==> config.mk <==
export PLATFORM = sky130hd
export DESIGN_NAME = bel_top
export DESIGN_NICKNAME = d
export VERILOG_FILES = /design/src/design/bel_pkg.sv /design/src/design/bel_sync.sv /design/src/design/bel_watchdog.sv /design/src/design/bel_top.sv
export SDC_FILE = /design/constraint.sdc
export NUM_CORES = 1
export LEC_CHECK = 0
export BUFFER_PORTS_ARGS = -buffer_cell sky130_fd_sc_hd__buf_2
export CORE_ASPECT_RATIO = 1.25
export CORE_MARGIN = 1
export CORE_UTILIZATION = 55
export CTS_CLUSTER_SIZE = 30
export DETAILED_ROUTE_END_ITERATION = 16
export HOLD_SLACK_MARGIN = 0.12
export PLACE_DENSITY = 0.87
export SETUP_SLACK_MARGIN = 0.15
export SYNTH_ARGS = -nofsm -noshare
export SYNTH_HDL_FRONTEND = slang
export SYNTH_SLANG_ARGS = --single-unit
==> constraint.sdc <==
create_clock -name pclk -period 5.9 [get_ports pclk]
set_input_delay 0.59 -clock pclk [delete_from_list [all_inputs] [get_ports pclk]]
set_output_delay 0.59 -clock pclk [all_outputs]
set_load 0.005 [all_outputs]
==> src/design/bel_pkg.sv <==
// constants, field positions, register offsets and the bus-init state type for the bus error logger.
// assumes a single core clock pclk; bus clock is derived inside the block from a programmed ratio.
// Operation
// - bit 29 set whenever this device drives the bus error output.
// - bit 30 set when this processor itself drives the bus init signal.
// - bit 35 set when bus init is received from another agent.
// - check three response status lines against response parity; mismatch sets bit 36.
// - bit 37 set on hard error response to a split access.
// - bit 38 set when the retirement watchdog expires.
// - watchdog is a 15-bit up-counter; expiry is carry out of its top bit.
// - counter clears on retire, core exception, reset or watchdog-driven bus init.
// - 8-bit prescaler on the bus clock divides by 128.
// - counter steps by one on each prescaler carry, never otherwise.
// - bus clock runs at one half, third or quarter of core clock.
// - watchdog expiry sets code bit 10, clears other code bits; needs driver enabled.
// - once timeout bit is set, later errors do not overwrite the log.
package bel_pkg;

  // widths
  localparam int unsigned PRE_W = 8;
  localparam int unsigned WDOG_W = 15;
  localparam int unsigned EV_W = 6;
  localparam int unsigned ADDR_W = 12;

  // watchdog defaults
  localparam int unsigned PRESCALE_DIV_DEF = 128;
  localparam int unsigned WDOG_LIMIT_DEF = 32768;

  // register byte offsets
  localparam logic [11:0] OFF_STATUS_LO = 12'h000;
  localparam logic [11:0] OFF_STATUS_HI = 12'h004;
  localparam logic [11:0] OFF_CTRL = 12'h008;
  localparam logic [11:0] OFF_WDOG = 12'h00c;
  localparam logic [11:0] OFF_IRQ_STAT = 12'h010;
  localparam logic [11:0] OFF_IRQ_MASK = 12'h014;

  // positions inside the 64-bit machine check bank status
  localparam int unsigned ST_CODE_WDOG = 10;
  localparam int unsigned ST_CODE_EBL = 11;
  localparam int unsigned ST_BUS_ERROR_OUT = 29;
  localparam int unsigned ST_BUS_INIT_SIGNAL_DRV = 30;
  localparam int unsigned ST_BUS_INIT_SIGNAL_RX = 35;
  localparam int unsigned ST_RESP_PAR = 36;
  localparam int unsigned ST_SPLIT_HARD = 37;
  localparam int unsigned ST_TIMEOUT = 38;
  localparam logic [63:0] STATUS_RESET = 64'h0;

  // event indices, shared by the interrupt status and mask registers
  localparam int unsigned EV_BUS_ERROR_OUT = 0;
  localparam int unsigned EV_BUS_INIT_SIGNAL_DRV = 1;
  localparam int unsigned EV_BUS_INIT_SIGNAL_RX = 2;
  localparam int unsigned EV_RESP_PAR = 3;
  localparam int unsigned EV_SPLIT_HARD = 4;
  localparam int unsigned EV_TIMEOUT = 5;

  // control register fields
  localparam int unsigned CTRL_RATIO_LSB = 0;
  localparam int unsigned CTRL_BUS_INIT_SIGNAL_EN = 2;
  localparam int unsigned CTRL_CLEAR = 3;
  localparam logic [2:0] CTRL_RESET = 3'h0;

  // response code that marks a hard failure
  localparam logic [2:0] RS_HARD_ERR = 3'h1;

  // cycles our own bus init drive takes to clear the input synchroniser
  localparam logic [1:0] ECHO_CYCLES = 2'h3;

  typedef enum logic [1:0] {
    BI_IDLE = 2'b00,
    BI_DRIVE = 2'b01,
    BI_ECHO = 2'b10
  } bel_bus_init_signal_state_t;

  // core-to-bus ratio code: 0 is 1:2, 1 is 1:3, 2 and 3 are 1:4
  function automatic logic [2:0] bel_ratio_div(input logic [1:0] code);
    bel_ratio_div = (code == 2'h0) ? 3'h2 : ((code == 2'h1) ? 3'h3 : 3'h4);
  endfunction

endpackage

==> src/design/bel_sync.sv <==
// two flip-flop synchroniser for a group of pins.
// assumes the pins are quasi-static relative to pclk over at least two cycles.
`timescale 1ns/1ps
module bel_sync #(
  parameter int unsigned W = 1
) (
  // clock and reset
  input wire logic pclk,
  input wire logic presetn,
  // pin side and synchronised side
  input wire logic [W-1:0] async_in,
  output logic [W-1:0] sync_out
);

  logic [W-1:0] meta_q;
  logic [W-1:0] sync_q;

  // first stage is read only by the second
  always_ff @(posedge pclk or negedge presetn) begin
    if (!presetn) begin
      meta_q <= '0;
      sync_q <= '0;
    end else begin
      meta_q <= async_in;
      sync_q <= meta_q;
    end
  end

  assign sync_out = sync_q;

endmodule // bel_sync

==> src/design/bel_watchdog.sv <==
// retirement watchdog: prescaler on bus clock ticks feeding a wide counter.
// assumes bus_tick is a one-cycle pulse per bus clock period on pclk.
`timescale 1ns/1ps
module bel_watchdog
  import bel_pkg::*;
#(
  parameter int unsigned PRESCALE_DIV = bel_pkg::PRESCALE_DIV_DEF,
  parameter int unsigned WDOG_LIMIT = bel_pkg::WDOG_LIMIT_DEF
) (
  // clock and reset
  input wire logic pclk,
  input wire logic presetn,
  // control
  input wire logic bus_tick,
  input wire logic clear,
  input wire logic enable,
  // state
  output logic [bel_pkg::WDOG_W-1:0] count,
  output logic expire
);

  localparam logic [PRE_W-1:0] PRE_LAST = PRE_W'(PRESCALE_DIV - 1);
  localparam logic [WDOG_W-1:0] CNT_LAST = WDOG_W'(WDOG_LIMIT - 1);

  logic [PRE_W-1:0] pre_q;
  logic [PRE_W-1:0] pre_d;
  logic [WDOG_W-1:0] cnt_q;
  logic [WDOG_W-1:0] cnt_d;
  logic expire_q;
  logic pre_carry;
  logic cnt_carry;

  // prescaler wraps after PRESCALE_DIV bus clocks
  assign pre_carry = bus_tick & (pre_q == PRE_LAST);
  assign pre_d = clear ? '0 : (pre_carry ? '0 : (bus_tick ? pre_q + 1'b1 : pre_q));
  // counter steps only on a prescaler carry; the carry that steps it past WDOG_LIMIT - 1 is expiry
  assign cnt_carry = pre_carry & (cnt_q == CNT_LAST);
  assign cnt_d = clear ? '0 : (pre_carry ? cnt_q + 1'b1 : cnt_q);

  always_ff @(posedge pclk or negedge presetn) begin
    if (!presetn) begin
      pre_q <= '0;
      cnt_q <= '0;
      expire_q <= 1'b0;
    end else begin
      pre_q <= pre_d;
      cnt_q <= cnt_d;
      expire_q <= cnt_carry & enable & ~clear;
    end
  end

  assign count = cnt_q;
  assign expire = expire_q;

endmodule // bel_watchdog

==> src/design/bel_top.sv <==
// bus error status logger: upper machine check status bits, retirement watchdog, apb registers.
// assumes core-side requests are synchronous to pclk and bus pins are asynchronous.
`timescale 1ns/1ps
module bel_top
  import bel_pkg::*;
#(
  parameter int unsigned PRESCALE_DIV = bel_pkg::PRESCALE_DIV_DEF,
  parameter int unsigned WDOG_LIMIT = bel_pkg::WDOG_LIMIT_DEF
) (
  // clock and reset
  input wire logic pclk,
  input wire logic presetn,
  // apb slave
  input wire logic psel,
  input wire logic penable,
  input wire logic pwrite,
  input wire logic [bel_pkg::ADDR_W-1:0] paddr,
  input wire logic [31:0] pwdata,
  output logic [31:0] prdata,
  output logic pready,
  output logic pslverr,
  // core side
  input wire logic uop_retire,
  input wire logic core_exception,
  input wire logic bus_error_out_req,
  input wire logic bus_init_signal_req,
  input wire logic split_access,
  // external bus pins
  input wire logic bus_init_in,
  output logic bus_init_out,
  output logic bus_init_oe_n,
  output logic bus_error_out,
  input wire logic response_valid_in,
  input wire logic [2:0] response_status_in,
  input wire logic response_parity_in,
  // interrupt
  output logic irq
);

  // synchronised pins
  logic [5:0] pins_sync;
  logic bus_init_s;
  logic resp_valid_s;
  logic [2:0] resp_status_s;
  logic resp_parity_s;

  // apb decode
  logic apb_setup;
  logic apb_access;
  logic apb_wr;
  logic apb_rd;
  logic hit_status_lo;
  logic hit_status_hi;
  logic hit_ctrl;
  logic hit_wdog;
  logic hit_irq_stat;
  logic hit_irq_mask;
  logic addr_ok;
  logic [31:0] rd_mux;

  // registers
  logic [31:0] prdata_q;
  logic [31:0] prdata_d;
  logic [2:0] ctrl_q;
  logic [2:0] ctrl_d;
  logic [EV_W-1:0] irq_mask_q;
  logic [EV_W-1:0] irq_mask_d;
  logic [EV_W-1:0] irq_stat_q;
  logic [EV_W-1:0] irq_stat_d;
  logic [EV_W-1:0] irq_clr;
  logic [63:0] status_q;
  logic [63:0] status_d;
  logic [63:0] status_base;
  logic [63:0] status_set;
  logic log_clear;

  // bus clock divider
  logic [2:0] div_q;
  logic [2:0] div_d;
  logic [2:0] div_last;
  logic bus_tick;

  // bus init drive state
  bel_bus_init_signal_state_t bi_state_q;
  bel_bus_init_signal_state_t bi_state_d;
  logic [1:0] echo_q;
  logic [1:0] echo_d;
  logic drive_start;
  logic bus_error_q;
  logic bi_idle;
  logic bi_drive;

  // events and watchdog
  logic [EV_W-1:0] ev;
  logic ebl_event;
  logic par_err;
  logic split_hard;
  logic wd_clear;
  logic wd_expire;
  logic [WDOG_W-1:0] wd_count;

  // bus pins pass two flops before any logic sees them
  bel_sync #(
    .W(6)
  ) u_pin_sync (
    .pclk(pclk),
    .presetn(presetn),
    .async_in({bus_init_in, response_valid_in, response_status_in, response_parity_in}),
    .sync_out(pins_sync)
  );

  assign bus_init_s = pins_sync[5];
  assign resp_valid_s = pins_sync[4];
  assign resp_status_s = pins_sync[3:1];
  assign resp_parity_s = pins_sync[0];

  // bus clock tick every 2, 3 or 4 core clocks as programmed
  assign div_last = bel_ratio_div(ctrl_q[CTRL_RATIO_LSB +: 2]) - 3'h1;
  assign bus_tick = (div_q >= div_last);
  assign div_d = bus_tick ? 3'h0 : div_q + 3'h1;

  always_ff @(posedge pclk or negedge presetn) begin
    if (!presetn) begin
      div_q <= 3'h0;
    end else begin
      div_q <= div_d;
    end
  end

  // watchdog restarts on retirement, exception or its own bus init
  assign wd_clear = uop_retire | core_exception | wd_expire;

  bel_watchdog #(
    .PRESCALE_DIV(PRESCALE_DIV),
    .WDOG_LIMIT(WDOG_LIMIT)
  ) u_watchdog (
    .pclk(pclk),
    .presetn(presetn),
    .bus_tick(bus_tick),
    .clear(wd_clear),
    .enable(ctrl_q[CTRL_BUS_INIT_SIGNAL_EN]),
    .count(wd_count),
    .expire(wd_expire)
  );

  // state decode shared by the pin drive and the foreign init filter
  assign bi_idle = (bi_state_q == BI_IDLE);
  assign bi_drive = (bi_state_q == BI_DRIVE);

  // bus init drive: hold while the core asks, then mask our own echo
  // the echo window keeps our drive from being logged as a foreign init
  assign drive_start = bi_idle & (bus_init_signal_req | wd_expire);

  always_comb begin
    bi_state_d = bi_state_q;
    echo_d = echo_q;
    unique case (bi_state_q)
      BI_IDLE: begin
        if (drive_start) begin
          bi_state_d = BI_DRIVE;
        end
      end
      BI_DRIVE: begin
        if (!bus_init_signal_req) begin
          bi_state_d = BI_ECHO;
          echo_d = ECHO_CYCLES;
        end
      end
      BI_ECHO: begin
        if (bus_init_signal_req) begin
          bi_state_d = BI_DRIVE;
        end else if (echo_q == 2'h0) begin
          bi_state_d = BI_IDLE;
        end else begin
          echo_d = echo_q - 2'h1;
        end
      end
      default: begin
        bi_state_d = BI_IDLE;
      end
    endcase
  end

  // state register for the bus init drive
  always_ff @(posedge pclk or negedge presetn) begin
    if (!presetn) begin
      bi_state_q <= BI_IDLE;
    end else begin
      bi_state_q <= bi_state_d;
    end
  end

  // echo window countdown after our own drive ends
  always_ff @(posedge pclk or negedge presetn) begin
    if (!presetn) begin
      echo_q <= 2'h0;
    end else begin
      echo_q <= echo_d;
    end
  end

  // bus error pin is the core request one cycle late
  always_ff @(posedge pclk or negedge presetn) begin
    if (!presetn) begin
      bus_error_q <= 1'b0;
    end else begin
      bus_error_q <= bus_error_out_req;
    end
  end

  assign bus_init_out = bi_drive;
  assign bus_init_oe_n = ~bi_drive;
  assign bus_error_out = bus_error_q;

  // even parity over three status lines and the parity line
  assign par_err = resp_valid_s & (^{resp_status_s, resp_parity_s});
  // split_access must be held by the core until the synchronised response
  assign split_hard = resp_valid_s & split_access & (resp_status_s == RS_HARD_ERR);

  // one event vector feeds both the log and the interrupt status
  assign ev[EV_BUS_ERROR_OUT] = bus_error_q;
  assign ev[EV_BUS_INIT_SIGNAL_DRV] = drive_start;
  assign ev[EV_BUS_INIT_SIGNAL_RX] = bus_init_s & bi_idle;
  assign ev[EV_RESP_PAR] = par_err;
  assign ev[EV_SPLIT_HARD] = split_hard;
  assign ev[EV_TIMEOUT] = wd_expire;
  assign ebl_event = |ev[EV_SPLIT_HARD:EV_BUS_ERROR_OUT];

  // set bits and error code for this cycle; timeout code wins
  always_comb begin
    status_set = 64'h0;
    status_set[ST_BUS_ERROR_OUT] = ev[EV_BUS_ERROR_OUT];
    status_set[ST_BUS_INIT_SIGNAL_DRV] = ev[EV_BUS_INIT_SIGNAL_DRV];
    status_set[ST_BUS_INIT_SIGNAL_RX] = ev[EV_BUS_INIT_SIGNAL_RX];
    status_set[ST_RESP_PAR] = ev[EV_RESP_PAR];
    status_set[ST_SPLIT_HARD] = ev[EV_SPLIT_HARD];
    status_set[ST_TIMEOUT] = ev[EV_TIMEOUT];
    if (ev[EV_TIMEOUT]) begin
      status_set[ST_CODE_WDOG] = 1'b1;
    end else if (ebl_event) begin
      status_set[ST_CODE_EBL] = 1'b1;
    end
  end

  // clear from software comes first so a same-cycle event survives it
  assign log_clear = apb_wr & hit_ctrl & pwdata[CTRL_CLEAR];
  assign status_base = log_clear ? STATUS_RESET : status_q;

  // a set timeout bit freezes bits and code until software clears the log
  always_comb begin
    status_d = status_base;
    if (!status_base[ST_TIMEOUT]) begin
      status_d = status_base | status_set;
      if (ev[EV_TIMEOUT]) begin
        status_d[ST_CODE_EBL] = 1'b0;
      end
    end
  end

  // only hardware events write the log; reserved bits never set
  always_ff @(posedge pclk or negedge presetn) begin
    if (!presetn) begin
      status_q <= STATUS_RESET;
    end else begin
      status_q <= status_d;
    end
  end

  // apb phase and address decode
  assign apb_setup = psel & ~penable;
  assign apb_access = psel & penable;
  assign apb_wr = apb_access & pwrite & addr_ok;
  assign apb_rd = apb_access & ~pwrite & addr_ok;
  assign hit_status_lo = (paddr == OFF_STATUS_LO);
  assign hit_status_hi = (paddr == OFF_STATUS_HI);
  assign hit_ctrl = (paddr == OFF_CTRL);
  assign hit_wdog = (paddr == OFF_WDOG);
  assign hit_irq_stat = (paddr == OFF_IRQ_STAT);
  assign hit_irq_mask = (paddr == OFF_IRQ_MASK);
  assign addr_ok = hit_status_lo | hit_status_hi | hit_ctrl | hit_wdog | hit_irq_stat | hit_irq_mask;

  // zero wait states; unmapped addresses answer with an error
  assign pready = 1'b1;
  assign pslverr = apb_access & ~addr_ok;

  // read mux; bits above each field read zero
  assign rd_mux = hit_status_lo ? status_q[31:0] :
                  hit_status_hi ? status_q[63:32] :
                  hit_ctrl ? {29'h0, ctrl_q} :
                  hit_wdog ? {17'h0, wd_count} :
                  hit_irq_stat ? {26'h0, irq_stat_q} :
                  hit_irq_mask ? {26'h0, irq_mask_q} : 32'h0;

  // writes return zero so stale read data never reappears
  assign prdata_d = pwrite ? 32'h0 : rd_mux;

  // read data latched in setup so the access phase can finish at once
  always_ff @(posedge pclk or negedge presetn) begin
    if (!presetn) begin
      prdata_q <= 32'h0;
    end else if (apb_setup) begin
      prdata_q <= prdata_d;
    end
  end

  assign prdata = prdata_q;

  // control and mask writes; the clear bit is a strobe and reads zero
  assign ctrl_d = (apb_wr & hit_ctrl) ? {pwdata[CTRL_BUS_INIT_SIGNAL_EN], pwdata[CTRL_RATIO_LSB +: 2]} : ctrl_q;
  assign irq_mask_d = (apb_wr & hit_irq_mask) ? pwdata[EV_W-1:0] : irq_mask_q;

  // a read clears only the bits it returned; a new event always wins
  assign irq_clr = (apb_rd & hit_irq_stat) ? prdata_q[EV_W-1:0] : '0;
  assign irq_stat_d = (irq_stat_q & ~irq_clr) | ev;

  // control register: ratio code and driver enable
  always_ff @(posedge pclk or negedge presetn) begin
    if (!presetn) begin
      ctrl_q <= CTRL_RESET;
    end else begin
      ctrl_q <= ctrl_d;
    end
  end

  // interrupt mask, same layout as the interrupt status
  always_ff @(posedge pclk or negedge presetn) begin
    if (!presetn) begin
      irq_mask_q <= '0;
    end else begin
      irq_mask_q <= irq_mask_d;
    end
  end

  // sticky interrupt status
  always_ff @(posedge pclk or negedge presetn) begin
    if (!presetn) begin
      irq_stat_q <= '0;
    end else begin
      irq_stat_q <= irq_stat_d;
    end
  end

  // level interrupt while any unmasked event is pending
  assign irq = |(irq_stat_q & irq_mask_q);

endmodule // bel_top

==> results of run 1 <==
==> power by group through the flow <==
| stage | Clock, W | Sequential, W | Combinational (W) |
|---|---|---|---|
| global placement | 0 | 0.000625 | 0.000204 |
| global route | 0.000443 | 0.000617 | 0.000245 |
| detailed placement | 0 | 0.000627 | 0.000214 |
| finish | 0.000411 | 0.000615 | 0.000213 |
| CTS | 0.000419 | 0.000615 | 0.000215 |
| floorplan | 0 | 0.000621 | 0.000161 |
==> worst max-delay path, stage by stage <==
cell and delay, ns:
buf_2 0.10, or4_4 0.57, nor3_2 0.34, a21boi_0 0.14, buf_2 0.15
==> cell type report <==
class,count,share of cell area
clock buffers,10,0.0298
inverters,14,0.0114
clock inverters,5,0.0133
repair buffers,56,0.0617
multi-input cells,276,0.404
flip-flops and latches,84,0.455
well taps,92,0.0249
==> worst max path at each step <==
stage	end	cells after the start
6_report	pslverr	5
2_1_floorplan	prdata[12]	4
3_3_place_gp	irq_mask_q[4]	5
3_5_place_dp	irq_stat_q[2]	5
5_1_grt	pslverr	5
4_1_cts	pslverr	5
==> metrics by stage <==
stage	setup slack [ns]	power (W)	utilization	hold slack (ns)
5_1_grt	3.30	0.00131	0.628	0.327
3_5_place_dp	3.27	0.000840	0.601	0.338
2_1_floorplan	3.72	0.000782	-	0.294
4_1_cts	3.42	0.00125	0.628	0.325
3_3_place_gp	3.41	0.000828	0.601	0.335
6_report	3.42	0.00124	0.628	0.342
==> kinds of logic after synthesis <==
family	Yosys count	share of synthesized area
buffers and inverters	49	0.0588
other	2	0.00181
AOI/OAI and AO/OA	105	0.175
DFF	84	0.506
xor gates and xnor gates	5	0.0106
adders and majority gates	7	0.0211
muxes	14	0.0365
and+or+nand+nor	128	0.190
==> cells in the mapped netlist, types with 4 or more instances <==
cell,number,area (um2)
nand2b_1,4,25.0
nand4_1,9,56.3
o21ai_0,8,40.0
nor2_1,13,48.8
or3_1,7,43.8
nand2_1,18,67.6
nor3_1,6,30.0
o31ai_1,20,150
a22o_1,15,131
or4_1,19,143
a21oi_1,30,150
dfrtp_1,84,2100
o21a_1,4,30.0
a21o_1,7,52.6
mux2_2,9,101
inv_1,14,52.6
ha_1,7,87.6
buf_4,16,120
clkbuf_1,16,60.1
and2_1,8,50.1
mux2i_1,5,50.1
nand3_1,21,105
==> routing by layer <==
layer | track usage | share of wire | vias up
met5 | 0 | 0 | -
met1 | 0.310 | 0.42 | 1591
met3 | 0.0321 | 0.041 | 22
met4 | 0.123 | 0.033 | 0
li1 | - | - | 1546
met2 | 0.400 | 0.50 | 109
==> sequential cells by signal, indices dropped and copies added (netlist names) <==
signal / cells
prdata: 17
u_watchdog.count: 15
status_q: 8
u_watchdog.pre_q: 8
irq_mask_q: 6
irq_stat_q: 6
u_pin_sync.meta_q: 6
u_pin_sync.sync_out: 6
ctrl_q: 3
div_q: 3
bi_state_q: 2
echo_q: 2
bus_error_out: 1
u_watchdog.expire: 1
==> impl_metrics.ini, run 1 <==
[yosys]
ys_async_rst_share = 1.00
synth.distinct_cells = 53
mappedNetlistArea_um2 = 4150
synth_warnings = 0
yosysSeqAreaShare = 0.506
post_synth.cell_area_avg_um2 = 10.5
synthesis.instances = 394
ys.flop_type = dfrtp_1
synth-edff-count = 0
synth.ff_latch_count = 84

[cts]
ctsHtreeMaxLevel = 3
tritoncts_clock_tree = done
post-cts-setup-buffers = 0
cts_max_path_buffers = 2
cts_hold_repair.buffers = 0
cts_made_buffers = 9
cts_root_buffer = clkbuf_8
cts-resized-gates = 0
clock_insertion_delay_worst_skew_ns = 0.35
clock_sinks = 84
clkSlewWorstSetupHoldPaths_ns = 0.08

[sta]
maxClockFrequency_ghz = 0.402
max-slew-margin-rel = 0.316
final.setup_skew_ns = 0.0134
finalSetupTns_ns = 0
final_hold_viol_count = 0
period_utilisation_layout = 0.421
grt_setup_unrepaired = false
min_period_ns = 2.48
finalMaxSlewViolations = 0
setup-violations-final = 0
max_slew.worst_pin.slew_ns = 1.03

[job]
maxCapViolCount = 0

[floorplan]
start_util = 0.564
die_footprint_um2 = 7900
num_io_pins = 98
floorplan.die.height_um = 99.1
fp.dieW_um = 79.7
row_count = 35
core_region_area_um2 = 7360

[setup_path]
reg2reg_depth = 5
critical_path_peak_fanout = 5
critPathCaptureType = output pin
critical_path_arrival_ns = 1.89
setup.reg_to_reg.worst_slack_ns = 3.67
startpoint = paddr[0]
worst_reg2reg_path_endpoint = u_watchdog.count[7]
critPathKind = primary input to output pin
worst_setup_path_start_kind = primary input
critical_path_required_ns = 5.31
worstReg2RegStart = u_watchdog.pre_q[0]

[placement]
cells_after_dpl = 522
postPlaceCellArea_um2 = 4420
detailedPlacementHpwl_um = 6430
port_buffers = 55
place.gp.congestion = 0.921

[layout]
syn2layout_area_growth_pct = 11.3
final_net_count = 508
num-fill-cells = 625
final_cell_mix = 84 x dfrtp_1, 54 x buf_2, 30 x a21oi_1
layout.cell_area.non_filler_um2 = 4620
ff_latch_area_um2 = 2100
final_common_cell = dfrtp_1
multi_input_area_um2 = 1870
post_layout_nonfiller_instances = 537
insertedDiodeCount = 0
post_route_cells_drive_above_1_share = 0.202

[min_path]
hold_path_depth = 1
min-delay-start = response_status_in[1]
whs_endpoint = u_pin_sync.meta_q[2]
holdCritPathClass = primary input to flip-flop

[grt]
first_global_vias = 3036
grt_first_pass_wirelength_um = 14500
maximum_number_of_pins_on_one_net_before_global_route_repair = 85
number_of_antenna_violations_at_the_first_check_in_global_routing = 0
grtUsageTotal = 0.242
grt_remaining_overflow = 0

[power_and_ir_drop]
netSwitchingFraction = 0.295
power_per_cell_area_nw_per_um2 = 268
cellInternalPower_w = 0.000873
share_comb_of_total_power = 0.172
power.clock.fraction = 0.332
vdd.ir_drop.worst_uv = 254
leakage_nw = 2.06
p_seq_frac = 0.496
switchingPower_w = 0.000366

[route]
drt_first_iter_violations = 291
dr_total_vias = 3268
detail_route.vias_per_cell = 6.09
drt_pre_antenna_iters = 4
detail_route.wl_per_cell_um = 16.7
route.final.wire_length_um = 8950
routed_antenna_nets = 0
detail_route.drc_violations = 0

[run_status]
outcome = finished, final reports clean
Note: power is estimated with default switching activity, not from simulation.
==> run 2: changes to the inputs <==
ABC_AREA = 1   (was not set)
clock period = 2.5 ns   (was 5.9 ns; I/O delays follow)
==> impl_metrics.ini, run 2 <==
[route]
drt_first_iter_violations = 380
drt_pre_antenna_iters = 5
dr_total_vias = 3840
detail_route.wl_per_cell_um = 13.5
detail_route.drc_violations = 0
routed_antenna_nets = 0
route.final.wire_length_um = 9550
detail_route.vias_per_cell = 5.41

[job]
maxCapViolCount = 0

[setup_path]
worst_setup_path_start_kind = flip-flop
startpoint = ctrl_q[0]
critical_path_peak_fanout = 30
critical_path_arrival_ns = 2.14
critical_path_required_ns = 2.73
worstReg2RegStart = ctrl_q[0]
critPathKind = flip-flop to flip-flop
critPathCaptureType = flip-flop

[floorplan]
floorplan.die.height_um = 102
die_footprint_um2 = 8410
row_count = 36
core_region_area_um2 = 7790
fp.dieW_um = 82.2
num_io_pins = 98
start_util = 0.568

[yosys]
yosysSeqAreaShare = 0.475
ys.flop_type = dfrtp_1
synth_most_common_cell = nand2_1
synthTopCellsByArea = dfrtp_1 47%, nand2_1 11%, nand3_1 5.9%
ys_async_rst_share = 1.00
synthesis.instances = 544
synth_warnings = 0
post_synth.cell_area_avg_um2 = 8.14
netlist.area_leader.share = 0.475
synth-edff-count = 0
synth_largest_area_cell = dfrtp_1
synth.ff_latch_count = 84
synth_top_cells_by_count = 128 x nand2_1, 84 x dfrtp_1, 67 x inv_1, 52 x nand3_1, 41 x nor2_1
mappedNetlistArea_um2 = 4430
synth.distinct_cells = 41

[min_path]
holdCritPathClass = primary input to flip-flop
min-delay-start = pwdata[2]

[cts]
tritoncts_clock_tree = done
cts_max_path_buffers = 2
cts-resized-gates = 0
cts_root_buffer = clkbuf_8
clkSlewWorstSetupHoldPaths_ns = 0.08
clock_sinks = 84
clock_insertion_delay_worst_skew_ns = 0.36
cts_hold_repair.buffers = 10
ctsHtreeMaxLevel = 3
cts_made_buffers = 9
post-cts-setup-buffers = 0

[grt]
number_of_antenna_violations_at_the_first_check_in_global_routing = 0
grt.busiest_layer = met2
grt_first_pass_wirelength_um = 16000
grt_remaining_overflow = 0
met3_usage = 0.0580
gr-usage-met2 = 0.430
first_global_vias = 3696
maximum_number_of_pins_on_one_net_before_global_route_repair = 85
grtUsageTotal = 0.253
grtUsageMet1 = 0.300

[sta]
finalSetupTns_ns = 0
grt_setup_unrepaired = false
finalMaxSlewViolations = 0
maxClockFrequency_ghz = 0.523
min_period_ns = 1.91
final.setup_skew_ns = 0.00836
setup-violations-final = 0
final_hold_viol_count = 0
period_utilisation_layout = 0.765

[placement]
cells_after_dpl = 684
detailedPlacementHpwl_um = 6880
place.gp.congestion = 0.928
port_buffers = 55

[layout]
final_net_count = 677
num-fill-cells = 661
insertedDiodeCount = 0
largest_register_ff_count = 17
post_route_cells_drive_above_1_share = 0.166
syn2layout_area_growth_pct = 13.3
post_layout_nonfiller_instances = 710
final_common_cell = nand2_1
final_cell_mix = 128 x nand2_1, 84 x dfrtp_1, 67 x inv_1

[power_and_ir_drop]
leakage_nw = 2.48
power_per_cell_area_nw_per_um2 = 606
vdd.ir_drop.worst_uv = 480

[run_status]
outcome = finished, final reports clean
run 2: cell families (layout without fill, tap and decap cells):
| kind of cell | count (synthesis) | after routing | share of synthesized area |
|---|---|---|---|
| xor gates and xnor gates | 9 | 9 | 0.0178 |
| adders and majority gates | 7 | 7 | 0.0198 |
| other | 2 | 17 | 0.00170 |
| DFF | 84 | 84 | 0.475 |
| buffers and inverters | 100 | 156 | 0.108 |
| AOI/OAI and AO/OA | 64 | 64 | 0.0800 |
| and+or+nand+nor | 278 | 278 | 0.298 |
run 2: metal layers:
layer  routed length, um  up-vias
met3                 515       28
met4                 230        0
met5                   0        -
met2                4900      170
met1                3910     1770
li1                    -     1872
run 2: final timing paths:
path,slack [ns],cells past startpoint,endpoint
worst max-delay path,0.59,8,u_watchdog.count[4]
worst min-delay path,0.13,3,irq_mask_q[2]
worst max register to register,0.59,8,u_watchdog.count[4]
worst min register to register,0.35,0,u_pin_sync.sync_out[3]
max in group asynchronous,1.69,3,u_pin_sync.sync_out[2]
min in group asynchronous,0.46,3,prdata[12]
run 2: where the power goes:
group          leakage [nW]  total (W)  switching, W  internal, W
logic                  1.30   0.000532      0.000337     0.000195
registers              1.07    0.00149     0.0000551      0.00143
clock network         0.106    0.00102      0.000501     0.000518
total                  2.48    0.00304      0.000893      0.00215
run 2: area by class of cell:
type / count / area (um2) / share of cell area
well taps: 95 / 119 / 0.0237
clock buffers: 11 / 151 / 0.0302
multi-input cells: 375 / 1900 / 0.380
repair buffers: 67 / 405 / 0.0808
clock inverters: 5 / 60.1 / 0.0120
flip-flops and latches: 84 / 2100 / 0.419
inverters: 73 / 274 / 0.0546
run 2: metrics by stage:
stage                     power, W  worst slack (ns)  utilization  area, um2  hold WS, ns
after floorplan            0.00189             0.954            -       4480      -0.0456
after global placement     0.00200             0.700        0.604       4700        0.305
after detailed placement   0.00204             0.601        0.604       4700        0.313
after CTS                  0.00306             0.584        0.644       5020        0.121
after global routing       0.00321             0.409        0.644       5020        0.145
final                      0.00304             0.588        0.644       5020        0.131
run 2: worst max-delay path, cell delays in order (launching register included):
cell,delay (ns)
dfrtp_1,0.42
nor2_1,0.17
ha_1,0.28
nand3_1,0.09
nand3_1,0.19
nand2_2,0.20
nand2_4,0.20
nand2_1,0.15
o21ai_0,0.10
